`src/verilog/eoc_pkg.sv`:
```
// Constants, register map and frame layout of the encoder config block.
// Assumes 32-bit APB data and a 40 MHz ref_clk.
package eoc_pkg;
  localparam int ANG_W = 10;
  localparam int ADDR_W = 8;
  localparam int DATA_W = 32;
  localparam int FRAME_W = 16;
  localparam int CNT_W = 5;
  localparam int EVT_W = 4;
  // Fuse layout
  localparam int OTP_W = 13;
  localparam int OTP_ZERO_LSB = 0;
  localparam int OTP_CCW = 10;
  localparam int OTP_MAGCOMP = 11;
  localparam int OTP_PWMDIS = 12;
  // Register offsets
  localparam logic [ADDR_W-1:0] REG_CTRL = 8'h00;
  localparam logic [ADDR_W-1:0] REG_ZERO = 8'h04;
  localparam logic [ADDR_W-1:0] REG_STATUS = 8'h08;
  localparam logic [ADDR_W-1:0] REG_MASK = 8'h0c;
  localparam logic [ADDR_W-1:0] REG_OTP = 8'h10;
  localparam logic [ADDR_W-1:0] REG_POS = 8'h14;
  // Control fields
  localparam int CTRL_ALIGN = 0;
  localparam int CTRL_MAGCOMP = 1;
  localparam int CTRL_CCW = 2;
  localparam int CTRL_PWMDIS = 3;
  localparam int CTRL_RELOAD = 4;
  // Status and mask fields
  localparam int EV_FRAME = 0;
  localparam int EV_PROG_OK = 1;
  localparam int EV_PROG_REFUSED = 2;
  localparam int EV_ALIGN_GOOD = 3;
  // Position register fields
  localparam int POS_INC = 10;
  localparam int POS_DEC = 11;
  // Frame fields
  localparam int FR_ANG_LSB = 6;
  localparam int FR_INC = 5;
  localparam int FR_DEC = 4;
  localparam int FR_ALIGN = 3;
  localparam int FR_OTP_LSB = FRAME_W - OTP_W;
  // Misalignment threshold for a well centred magnet
  localparam logic [ANG_W-1:0] ALIGN_GOOD_LIMIT = 10'h020;
  typedef enum logic [1:0] {
    EOC_LK_IDLE = 2'b00,
    EOC_LK_SEND = 2'b01,
    EOC_LK_RECV = 2'b11
  } eoc_link_e;
endpackage

```
`src/verilog/eoc_fuse_array.sv`:
```
// One-time-programmable fuse store of the encoder config block.
// Assumes prog_pulse is a one-cycle pulse on ref_clk; blank_n models a
// factory-fresh part and is never asserted in service.
`timescale 1ns/1ps
`default_nettype none
module eoc_fuse_array
  import eoc_pkg::*;
#(
  parameter int W = eoc_pkg::OTP_W
) (
  input wire logic ref_clk,
  input wire logic blank_n,
  input wire logic prog_pulse,
  input wire logic programming_voltage_input_ok,
  input wire logic [W-1:0] prog_data,
  output logic [W-1:0] fuse_q,
  output logic prog_done,
  output logic prog_refused
);
  // Blank fuses read 0, blown fuses read 1
  always_ff @(posedge ref_clk) begin
    if (!blank_n) begin
      fuse_q <= '0;
    end else if (prog_pulse && programming_voltage_input_ok) begin
      fuse_q <= fuse_q | prog_data;
    end
  end

  always_ff @(posedge ref_clk) begin
    if (!blank_n) begin
      prog_done <= 1'b0;
      prog_refused <= 1'b0;
    end else begin
      prog_done <= prog_pulse && programming_voltage_input_ok;
      prog_refused <= prog_pulse && !programming_voltage_input_ok;
    end
  end
endmodule // eoc_fuse_array
`default_nettype wire

```
`src/verilog/eoc_encoder_cfg.sv`:
```
// Encoder serial readout, alignment mode and OTP configuration.
// Assumes an APB master on ref_clk; serial pins are asynchronous.
//
// Operation
// - Alignment mode puts misalignment magnitude into the 10-bit angle field
// - Reading below 32 sets both field flags, drives both flag pins low
// - Software command returns the device from alignment to normal mode
// - Zero position and user parameters may change at any time
// - Power-up loads configuration from fuses, discarding run-time changes
// - Unprogrammed fuses read 0, programmed fuses read 1
// - Repeated programming may set 0 bits; a 1 never returns to 0
// - Without programming voltage, a programming cycle leaves fuses unchanged
// - Zero offset is ten bits plus a direction bit, temporary or fused
// - Direction bit inverts both incremental and absolute outputs
`timescale 1ns/1ps
`default_nettype none
module eoc_encoder_cfg
  import eoc_pkg::*;
(
  input wire logic ref_clk,
  input wire logic nrst,
  input wire logic otp_blank_n,
  input wire logic [eoc_pkg::ADDR_W-1:0] paddr,
  input wire logic psel,
  input wire logic penable,
  input wire logic pwrite,
  input wire logic [eoc_pkg::DATA_W-1:0] pwdata,
  output logic [eoc_pkg::DATA_W-1:0] prdata,
  output logic pready,
  output logic pslverr,
  input wire logic [eoc_pkg::ANG_W-1:0] raw_angle,
  input wire logic [eoc_pkg::ANG_W-1:0] misalign_mag,
  input wire logic field_too_weak,
  input wire logic field_too_strong,
  input wire logic chip_select_n,
  input wire logic serial_clk,
  input wire logic serial_data_i,
  output logic serial_data_o,
  output logic serial_data_oe,
  input wire logic prog_pin,
  input wire logic programming_voltage_input,
  output logic field_increase_flag_n,
  output logic field_decrease_flag_n,
  output logic [eoc_pkg::ANG_W-1:0] abs_position,
  output logic inc_step,
  output logic inc_dir,
  output logic magnet_compensation_enable,
  output logic pulse_width_output_disable,
  output logic irq
);
  import eoc_pkg::*;

  function automatic logic [ANG_W-1:0] wrap_sub(
    input logic [ANG_W-1:0] a,
    input logic [ANG_W-1:0] b
  );
    wrap_sub = a - b;
  endfunction

  // Pin synchronisers
  logic [1:0] cs_sync_ff, sck_sync_ff, din_sync_ff, prog_sync_ff;
  logic [1:0] programming_voltage_input_sync_ff;
  logic cs_d_ff, sck_d_ff;
  logic cs_s, sck_s, din_s, prog_s, programming_voltage_input_s;
  logic cs_fall, cs_rise, sck_rise;

  always_ff @(posedge ref_clk) begin
    if (!nrst) begin
      cs_sync_ff <= 2'h3;
      sck_sync_ff <= 2'h0;
      din_sync_ff <= 2'h0;
      prog_sync_ff <= 2'h0;
      programming_voltage_input_sync_ff <= 2'h0;
      cs_d_ff <= 1'b1;
      sck_d_ff <= 1'b0;
    end else begin
      cs_sync_ff <= {cs_sync_ff[0], chip_select_n};
      sck_sync_ff <= {sck_sync_ff[0], serial_clk};
      din_sync_ff <= {din_sync_ff[0], serial_data_i};
      prog_sync_ff <= {prog_sync_ff[0], prog_pin};
      programming_voltage_input_sync_ff <= {programming_voltage_input_sync_ff[0], programming_voltage_input};
      cs_d_ff <= cs_sync_ff[1];
      sck_d_ff <= sck_sync_ff[1];
    end
  end

  assign cs_s = cs_sync_ff[1];
  assign sck_s = sck_sync_ff[1];
  assign din_s = din_sync_ff[1];
  assign prog_s = prog_sync_ff[1];
  assign programming_voltage_input_s = programming_voltage_input_sync_ff[1];
  assign cs_fall = cs_d_ff && !cs_s;
  assign cs_rise = !cs_d_ff && cs_s;
  assign sck_rise = !sck_d_ff && sck_s;

  // Configuration registers
  logic align_mode_ff, magcomp_ff, ccw_ff, pwmdis_ff, load_pend_ff;
  logic [ANG_W-1:0] zero_ff;
  logic [EVT_W-1:0] status_ff, mask_ff, evt;
  logic [OTP_W-1:0] fuse_q;
  logic apb_wr, apb_setup;
  logic wr_ctrl, wr_zero, reload_req;

  assign apb_wr = psel && penable && pwrite;
  assign apb_setup = psel && !penable;
  assign wr_ctrl = apb_wr && (paddr == REG_CTRL);
  assign wr_zero = apb_wr && (paddr == REG_ZERO);
  assign reload_req = wr_ctrl && pwdata[CTRL_RELOAD];

  // Fuse image reloads after reset release; run-time edits lost
  always_ff @(posedge ref_clk) begin
    if (!nrst) begin
      load_pend_ff <= 1'b1;
    end else begin
      load_pend_ff <= 1'b0;
    end
  end

  always_ff @(posedge ref_clk) begin
    if (!nrst) begin
      zero_ff <= '0;
      ccw_ff <= 1'b0;
      magcomp_ff <= 1'b0;
      pwmdis_ff <= 1'b0;
    end else if (load_pend_ff || reload_req) begin
      zero_ff <= fuse_q[OTP_ZERO_LSB +: ANG_W];
      ccw_ff <= fuse_q[OTP_CCW];
      magcomp_ff <= fuse_q[OTP_MAGCOMP];
      pwmdis_ff <= fuse_q[OTP_PWMDIS];
    end else begin
      if (wr_zero) begin
        zero_ff <= pwdata[ANG_W-1:0];
      end
      if (wr_ctrl) begin
        magcomp_ff <= pwdata[CTRL_MAGCOMP];
        ccw_ff <= pwdata[CTRL_CCW];
        pwmdis_ff <= pwdata[CTRL_PWMDIS];
      end
    end
  end

  // Alignment mode entered and left by software
  always_ff @(posedge ref_clk) begin
    if (!nrst) begin
      align_mode_ff <= 1'b0;
    end else if (wr_ctrl) begin
      align_mode_ff <= pwdata[CTRL_ALIGN];
    end
  end

  assign magnet_compensation_enable = magcomp_ff;
  assign pulse_width_output_disable = pwmdis_ff;

  // Field flags
  logic inc_flag_ff, dec_flag_ff, align_good;
  assign align_good = misalign_mag < ALIGN_GOOD_LIMIT;

  always_ff @(posedge ref_clk) begin
    if (!nrst) begin
      inc_flag_ff <= 1'b0;
      dec_flag_ff <= 1'b0;
    end else if (align_mode_ff) begin
      inc_flag_ff <= align_good;
      dec_flag_ff <= align_good;
    end else begin
      inc_flag_ff <= field_too_weak;
      dec_flag_ff <= field_too_strong;
    end
  end

  assign field_increase_flag_n = !inc_flag_ff;
  assign field_decrease_flag_n = !dec_flag_ff;

  // Absolute and incremental position
  logic [ANG_W-1:0] pos_ff, nxt_pos, pos_step;
  logic step_ff, dir_ff;

  always_comb begin
    nxt_pos = wrap_sub(raw_angle, zero_ff);
    if (ccw_ff) begin
      nxt_pos = wrap_sub('0, nxt_pos);
    end
  end

  assign pos_step = wrap_sub(nxt_pos, pos_ff);

  always_ff @(posedge ref_clk) begin
    if (!nrst) begin
      pos_ff <= '0;
      step_ff <= 1'b0;
      dir_ff <= 1'b0;
    end else begin
      pos_ff <= nxt_pos;
      step_ff <= (pos_step != '0);
      if (pos_step != '0) begin
        dir_ff <= !pos_step[ANG_W-1];
      end
    end
  end

  assign abs_position = pos_ff;
  assign inc_step = step_ff;
  assign inc_dir = dir_ff;

  // Serial link
  eoc_link_e link_ff;
  logic [FRAME_W-1:0] shift_ff, frame;
  logic [CNT_W-1:0] bits_ff;
  logic prog_pulse_ff, frame_done_ff;
  logic prog_done, prog_refused;
  logic [ANG_W-1:0] ang_field;

  assign ang_field = align_mode_ff ? misalign_mag : pos_ff;

  always_comb begin
    frame = '0;
    frame[FR_ANG_LSB +: ANG_W] = ang_field;
    frame[FR_INC] = inc_flag_ff;
    frame[FR_DEC] = dec_flag_ff;
    frame[FR_ALIGN] = align_mode_ff;
  end

  always_ff @(posedge ref_clk) begin
    if (!nrst) begin
      link_ff <= EOC_LK_IDLE;
      shift_ff <= '0;
      bits_ff <= '0;
    end else begin
      case (link_ff)
        EOC_LK_IDLE: begin
          bits_ff <= '0;
          if (cs_fall && prog_s && !sck_s) begin
            link_ff <= EOC_LK_RECV;
            shift_ff <= '0;
          end else if (cs_fall && prog_s) begin
            link_ff <= EOC_LK_SEND;
            shift_ff <= {fuse_q, {FR_OTP_LSB{1'b0}}};
          end else if (cs_fall) begin
            link_ff <= EOC_LK_SEND;
            shift_ff <= frame;
          end
        end
        EOC_LK_SEND: begin
          if (cs_rise) begin
            link_ff <= EOC_LK_IDLE;
          end else if (sck_rise) begin
            shift_ff <= {shift_ff[FRAME_W-2:0], 1'b0};
          end
        end
        EOC_LK_RECV: begin
          if (cs_rise) begin
            link_ff <= EOC_LK_IDLE;
          end else if (sck_rise) begin
            shift_ff <= {shift_ff[FRAME_W-2:0], din_s};
            bits_ff <= bits_ff + CNT_W'(1);
          end
        end
        default: begin
          link_ff <= EOC_LK_IDLE;
        end
      endcase
    end
  end

  // Programming cycle at end of a receive frame of exactly 13 bits
  always_ff @(posedge ref_clk) begin
    if (!nrst) begin
      prog_pulse_ff <= 1'b0;
      frame_done_ff <= 1'b0;
    end else begin
      prog_pulse_ff <= (link_ff == EOC_LK_RECV) && cs_rise &&
                       (bits_ff == CNT_W'(OTP_W));
      frame_done_ff <= (link_ff == EOC_LK_SEND) && cs_rise;
    end
  end

  assign serial_data_o = shift_ff[FRAME_W-1];
  assign serial_data_oe = (link_ff == EOC_LK_SEND) && !cs_s;

  eoc_fuse_array #(
    .W(OTP_W)
  ) u_fuse (
    .ref_clk(ref_clk),
    .blank_n(otp_blank_n),
    .prog_pulse(prog_pulse_ff),
    .programming_voltage_input_ok(programming_voltage_input_s),
    .prog_data(shift_ff[OTP_W-1:0]),
    .fuse_q(fuse_q),
    .prog_done(prog_done),
    .prog_refused(prog_refused)
  );

  // Sticky events, set wins over write-one clear
  logic align_good_d_ff;
  always_ff @(posedge ref_clk) begin
    if (!nrst) begin
      align_good_d_ff <= 1'b0;
    end else begin
      align_good_d_ff <= align_mode_ff && align_good;
    end
  end

  always_comb begin
    evt = '0;
    evt[EV_FRAME] = frame_done_ff;
    evt[EV_PROG_OK] = prog_done;
    evt[EV_PROG_REFUSED] = prog_refused;
    evt[EV_ALIGN_GOOD] = align_mode_ff && align_good && !align_good_d_ff;
  end

  always_ff @(posedge ref_clk) begin
    if (!nrst) begin
      status_ff <= '0;
      mask_ff <= '0;
    end else begin
      if (apb_wr && paddr == REG_STATUS) begin
        status_ff <= (status_ff & ~pwdata[EVT_W-1:0]) | evt;
      end else begin
        status_ff <= status_ff | evt;
      end
      if (apb_wr && paddr == REG_MASK) begin
        mask_ff <= pwdata[EVT_W-1:0];
      end
    end
  end

  assign irq = |(status_ff & mask_ff);

  // APB read path, data captured in setup phase
  logic [DATA_W-1:0] prdata_ff, rd_mux;
  logic err_ff, rd_hit;

  always_comb begin
    rd_mux = '0;
    rd_hit = 1'b1;
    case (paddr)
      REG_CTRL: begin
        rd_mux[CTRL_ALIGN] = align_mode_ff;
        rd_mux[CTRL_MAGCOMP] = magcomp_ff;
        rd_mux[CTRL_CCW] = ccw_ff;
        rd_mux[CTRL_PWMDIS] = pwmdis_ff;
      end
      REG_ZERO: rd_mux[ANG_W-1:0] = zero_ff;
      REG_STATUS: rd_mux[EVT_W-1:0] = status_ff;
      REG_MASK: rd_mux[EVT_W-1:0] = mask_ff;
      REG_OTP: rd_mux[OTP_W-1:0] = fuse_q;
      REG_POS: begin
        rd_mux[ANG_W-1:0] = pos_ff;
        rd_mux[POS_INC] = inc_flag_ff;
        rd_mux[POS_DEC] = dec_flag_ff;
      end
      default: rd_hit = 1'b0;
    endcase
  end

  always_ff @(posedge ref_clk) begin
    if (!nrst) begin
      prdata_ff <= '0;
      err_ff <= 1'b0;
    end else if (apb_setup) begin
      prdata_ff <= pwrite ? '0 : rd_mux;
      err_ff <= !rd_hit;
    end
  end

  assign prdata = prdata_ff;
  assign pready = psel && penable;
  assign pslverr = psel && penable && err_ff;
endmodule // eoc_encoder_cfg
`default_nettype wire

```
`config.mk`:
```
export PLATFORM = sky130hd
export DESIGN_NAME = eoc_encoder_cfg
export DESIGN_NICKNAME = d
export VERILOG_FILES = /design/src/verilog/eoc_pkg.sv /design/src/verilog/eoc_fuse_array.sv /design/src/verilog/eoc_encoder_cfg.sv
export SDC_FILE = /design/constraint.sdc
export NUM_CORES = 1
export LEC_CHECK = 0
export BUFFER_PORTS_ARGS = -buffer_cell sky130_fd_sc_hd__buf_2
export CORE_ASPECT_RATIO = 0.5
export CORE_UTILIZATION = 49
export CTS_CLUSTER_SIZE = 12
export DETAILED_ROUTE_END_ITERATION = 8
export HOLD_SLACK_MARGIN = 0.15
export PLACE_DENSITY = 0.76
export SETUP_SLACK_MARGIN = 0.1
export SLEW_MARGIN = 20
export SYNTH_ARGS = -nofsm -noshare
export SYNTH_HDL_FRONTEND = slang
export SYNTH_SLANG_ARGS = --single-unit
```
`constraint.sdc`:
```
create_clock -name ref_clk -period 4.4 [get_ports ref_clk]
set_input_delay 0.66 -clock ref_clk [delete_from_list [all_inputs] [get_ports ref_clk]]
set_output_delay 0.66 -clock ref_clk [all_outputs]
set_load 0.02 [all_outputs]
```
-- After elaboration in Yosys (flattened, before gate mapping)
Cells that the tools add are included.
- order comparisons: 1
- eq/ne operators: 14
- $add $sub $neg: 4
- reductions and logical operators: 47
- multiplexer cells: 36
- bitwise logic cells: 6
- operator list (operator ; number):
    16-bit 2-to-1 mux ; 7
    16-bit one-hot mux with 3 select lines ; 1
    10-bit 2-to-1 mux ; 4
    4-bit one-hot mux with 6 select lines ; 1
    1-bit logical AND ; 22
    10-bit subtractor ; 2
    6-bit one-hot mux with 3 select lines ; 1
    8-bit by 4-bit == test with 1-bit output (second input constant) ; 2
    8-bit by 5-bit == test with 1-bit output (second input constant) ; 2
    13-bit 2-to-1 mux ; 1
    13-bit bitwise OR ; 1
    1-bit zero test ; 11
    1-bit 2-to-1 mux ; 11
    10-bit by 6-bit < comparator with 1-bit output (second input constant) ; 1
    5-bit 2-to-1 mux ; 2
    5-bit one-hot mux with 2 select lines ; 1
    10-bit nonzero test ; 1
    1-bit by 10-bit subtractor with 10-bit output (first input constant) ; 1
    4-bit AND ; 2
    8-bit by 3-bit == test with 1-bit output (second input constant) ; 1
    8-bit zero test ; 1
    2-bit 2-to-1 mux ; 4
    2-bit inequality test (second input constant) ; 4
    4-bit bitwise OR ; 2
    19 further kinds ; 22
- flip-flop bits (word level): 123
- input bits: 73
- output and inout port bits: 53
- word-level logic and storage cells: 139

-- Logic depth before layout (Yosys ltp)
- word-level depth: 6
- mapped depth: 17
- mapped depth without buffers: 17

-- Hierarchy
From an unflattened synthesis, not the netlist that was laid out.
- cell total of the unflattened synthesis: 679
- area, all modules: 5634.2 sq um
- modules (own cells, without submodules) (module ; instances ; seq. area each (sq um) ; area an instance (sq um) ; cells each):
    eoc_encoder_cfg ; 1 ; 1781.7 ; 5127.4 ; 633
    eoc_fuse_array ; 1 ; 300.3 ; 506.7 ; 46

-- Worst setup path after synthesis
Ideal clock, no wire load.
- path kind: input to register
- start: in raw_angle[0] in the netlist's numbering
- end: reg step_ff, in the netlist inc_step
- setup slack: 304 ps
- library setup time: 125 ps
- data arrival time: 3971 ps
- data required time: 4275 ps
- stages: 17
- path through: inv_1 ha_1 inv_1 fa_1 a21oi_1 o21bai_1 xnor2_1 nand3_1 nand2_1 xor2_1 ha_1 or3_1 o21ai_0 a21oi_1 a221oi_1 xnor3_1 o41a_1
- longest elaborated chain between the ends: 5
- RTL lines (item ; line ; text):
    from (decl) ; eoc_encoder_cfg.sv:31 ; input wire logic [eoc_pkg::ANG_W-1:0] raw_angle,
    10-bit subtractor (*) ; eoc_encoder_cfg.sv:57 ; wrap_sub = a - b;
    1-bit by 10-bit subtractor with 10-bit output ; eoc_encoder_cfg.sv:57 ;
    10-bit 2-to-1 mux (*) ; eoc_encoder_cfg.sv:180 ; if (ccw_ff) begin
    named net nxt_pos[5] ; eoc_encoder_cfg.sv:175 ; logic [ANG_W-1:0] pos_ff, nxt_pos, pos_step;
    10-bit subtractor (*) ; eoc_encoder_cfg.sv:57 ;
    10-bit nonzero test (*) ; eoc_encoder_cfg.sv:194 ; step_ff <= (pos_step != '0);
    to (signal assigned) ; eoc_encoder_cfg.sv:194 ;
    to (decl) ; eoc_encoder_cfg.sv:176 ; logic step_ff, dir_ff;
The timed path passes the listed nets; every way through them passes the cells marked *.
A chain may end at the register's enable or synchronous reset.

-- Worst setup path after layout
Same ends and word-level chain as after synthesis.

==> results.md <==
* Status: completed
* Total global routing overflow at 0
* P_int at 1.73 mW
* Worst-path fanout max at 4
* Worst-Skew Late Latency at 0.35 ns
* Post_cts resized at 0
* Hold Path End: cs_sync_ff[1]
* CP required at 4.64 ns
* Clk sinks at 104
* Largest net degree at the start of global routing at 59
* Mapped Area at 0.00567 mm2
* Clock Skews at 0.00638 ns
* Finished Layout Cells at 873
* Layout cell share with drive strength beyond 1 at 0.173
* Hold path start: cs_sync_ff[0]
* Final core occ at 0.578
* Via count of the routed design at 4843
* Via density at 5.55
* Largest area contributor in the synthesized netlist: dfxtp_1
* Share of the synthesized area in the top cell type at 0.367
* Syn avg cell area at 8.64 um2
* Antenna cells at 0
* Final Cycle Share at 0.904
* Root buf cell: clkbuf_16
* Pleak at 2.74 nW
* Initial antenna violation count at 0
* Tot Pwr at 2.50 mW
* Drt drc at 0
* Total GRT Usage at 0.230
* Sequential area share after synthesis at 0.367
* Post-synthesis cell count at 656
* Post-CTS Setup Inserts at 0
* Final setup vio count at 0
* Layout Nets at 821
* Die Y at 78.0 um
* CTS H-tree depth at 3
* Clock power frac at 0.332
* Worst VDD drop at 0.000207 V
* Slew Viols, Final at 0
* Routed wire per std cell at 15.3 um
* First-pass GRT wire length at 21800 um
* Actual slew at the worst max-slew pin at 0.850 ns
* Switching Share at 0.308
* Filler cells at 989
* Max-cap viol count at 0
* Cell Pwr Density at 389 mW/mm2
* YS warnings at 0
* Setup TNS at 0 ns
* Kind of critical path: in2reg
* R2r setup slk at 0.43 ns
* Synth area leaders: dfxtp_1 37%, mux2i_1 6.5%, nor2_1 6.5%, ha_1 5.3%, a211oi_1 4.5%
* # IOs at 126
* EDFF count, synth at 0
* DRT Wirelength at 13400 um
* Number of port buffers at 84
* Initial Utilization at 0.510
* Synth Register Bits at 104
* Clock slew at reported path FFs at 0.07 ns
* CP Capture Type: register
* CORE AREA at 0.0111 mm2
* FFs w/ async S/R, synth at 0
* Initial DRC Count at 390
* Comb power frac at 0.252
* Commonest cells after routing, fill and taps aside: 104 x dfxtp_1, 98 x nor2_1, 84 x buf_2, 47 x a21oi_1, 37 x mux2i_1
* P&R area growth vs syn at 13.3%
* CTS tree: yes
* Worst R2R Path Depth at 16
* Yosys cell types at 61
* Deepest clock path buffer count at 2
* Gp weighted congestion at 0.859
* Sw Pwr at 0.770 mW
* # hold bufs at CTS at 0
* Relative slew slack at 0.433
* CP Data Arrival Time at 4.21 ns
* Dominant synthesized flop cell: dfxtp_1
* Die Width at 154 um
* Antenna Nets Post-Route at 0
* Reg2reg start: zero_ff[0]
* Pre-Repair DR Iteration Count at 5
* Critical Path Start Type: input port
* Placed wire-length estimate at 9930 um
* RSZ-0062 raised after global routing: false
* Commonest non-fill, non-tap cell in the layout: dfxtp_1
* Cells after DPL at 857
* Number of global-route vias before repair at 4522
* Final hold violations at 0
* Cell Rows at 27
* Sequential power share at 0.416
* Worst min path class: reg2reg
* Die area at 0.0120 mm2
* Worst R2R End: inc_step
* Total CTS buffers at 9
* Peak Freq at 252 MHz
* Final min period at 3.98 ns
* WHS Path Cells at 1
-- power groups by stage --
stage | clock network [mW] | registers, mW | logic (mW)
after global routing | 0.882 | 1.05 | 0.702
final | 0.830 | 1.04 | 0.630
after CTS | 0.843 | 1.04 | 0.632
after global placement | 0 | 1.06 | 0.608
after detailed placement | 0 | 1.06 | 0.627
after floorplan | 0 | 1.06 | 0.464
-- final cells by class --
type,count,area [um2],share of cell area
inverter,35,131,0.0205
timing repair buffer,93,488,0.0760
multi-input combinational,480,3230,0.503
tap,145,181,0.0283
clock buffer,10,239,0.0372
sequential,104,2080,0.324
clock inverter,6,72.6,0.0113
-- state kept, by name (all words and copies together) (netlist names), 4 cells and up --
register       cells
shift_ff          16
prdata            13
u_fuse.fuse_q     13
abs_position      10
zero_ff           10
bits_ff            5
mask_ff            4
status_ff          4
-- cells in the mapped netlist, types with 2 or more instances --
master,instances
dfxtp_1,104
nor2_1,98
a21oi_1,47
mux2i_1,37
inv_1,35
a211oi_1,34
nand2_1,34
clkbuf_1,26
and2_1,24
ha_1,24
buf_4,19
nand3_1,15
a22o_1,13
o21ai_0,13
xnor2_1,13
nand2b_1,11
xor2_1,9
a22oi_1,8
nor2b_1,8
nand4_1,6
nor3_1,5
o22ai_1,5
buf_1,4
buf_2,4
mux4_2,4
nor4_1,4
o211ai_1,4
o21a_1,4
a21o_1,3
a311oi_1,3
and3_1,3
a211o_1,2
buf_6,2
o31ai_1,2
or3_1,2
xnor3_1,2
-- worst max-delay path by stage --
stage,startpoint,end,slack [ns],cells past startpoint
2_1_floorplan,raw_angle[0],inc_step,0.30,17
3_3_place_gp,raw_angle[0],inc_step,0.07,19
3_5_place_dp,raw_angle[0],inc_step,0.04,17
4_1_cts,raw_angle[0],inc_step,0.39,17
5_1_grt,raw_angle[0],inc_step,0.13,19
6_report,raw_angle[0],inc_step,0.42,18
-- through the flow --
stage	worst slack [ns]	hold WS [ns]	area [um2]
6_report	0.424	0.410	6420
5_1_grt	0.131	0.428	6420
4_1_cts	0.387	0.414	6420
2_1_floorplan	0.304	0.382	5730
3_5_place_dp	0.0393	0.398	6110
3_3_place_gp	0.0662	0.391	6110
-- critical path, stage by stage --
cell and delay [ns]:
buf_2 0.10, inv_1 0.05, ha_1 0.15, inv_1 0.05, fa_1 0.42, a21oi_1 0.22, buf_4 0.15, o221ai_2 0.12
nor2_1 0.14, xnor2_1 0.22, xnor2_1 0.16, ha_1 0.22, or3_1 0.36, o21ai_0 0.07, a21oi_1 0.09, a221oi_1 0.33
xnor3_1 0.39, o41a_1 0.31
-- layer usage --
layer	share of wire	vias to the layer above	GRT usage
li1	-	2396	-
met1	0.45	2269	0.295
met2	0.47	156	0.392
met3	0.068	22	0.0464
met4	0.015	0	0.0740
met5	0	-	0
-- logic make-up after synthesis --
kind of cell | after synthesis | synth area share
buffers and inverters | 90 | 0.0758
muxes | 41 | 0.0813
other | 1 | 0.000662
adders and majority gates | 25 | 0.0565
AOI/OAI and AO/OA | 151 | 0.188
and+or+nand+nor | 220 | 0.188
DFF | 104 | 0.367
xor gates and xnor gates | 24 | 0.0420
Note: power is estimated with default switching activity, not from simulation.
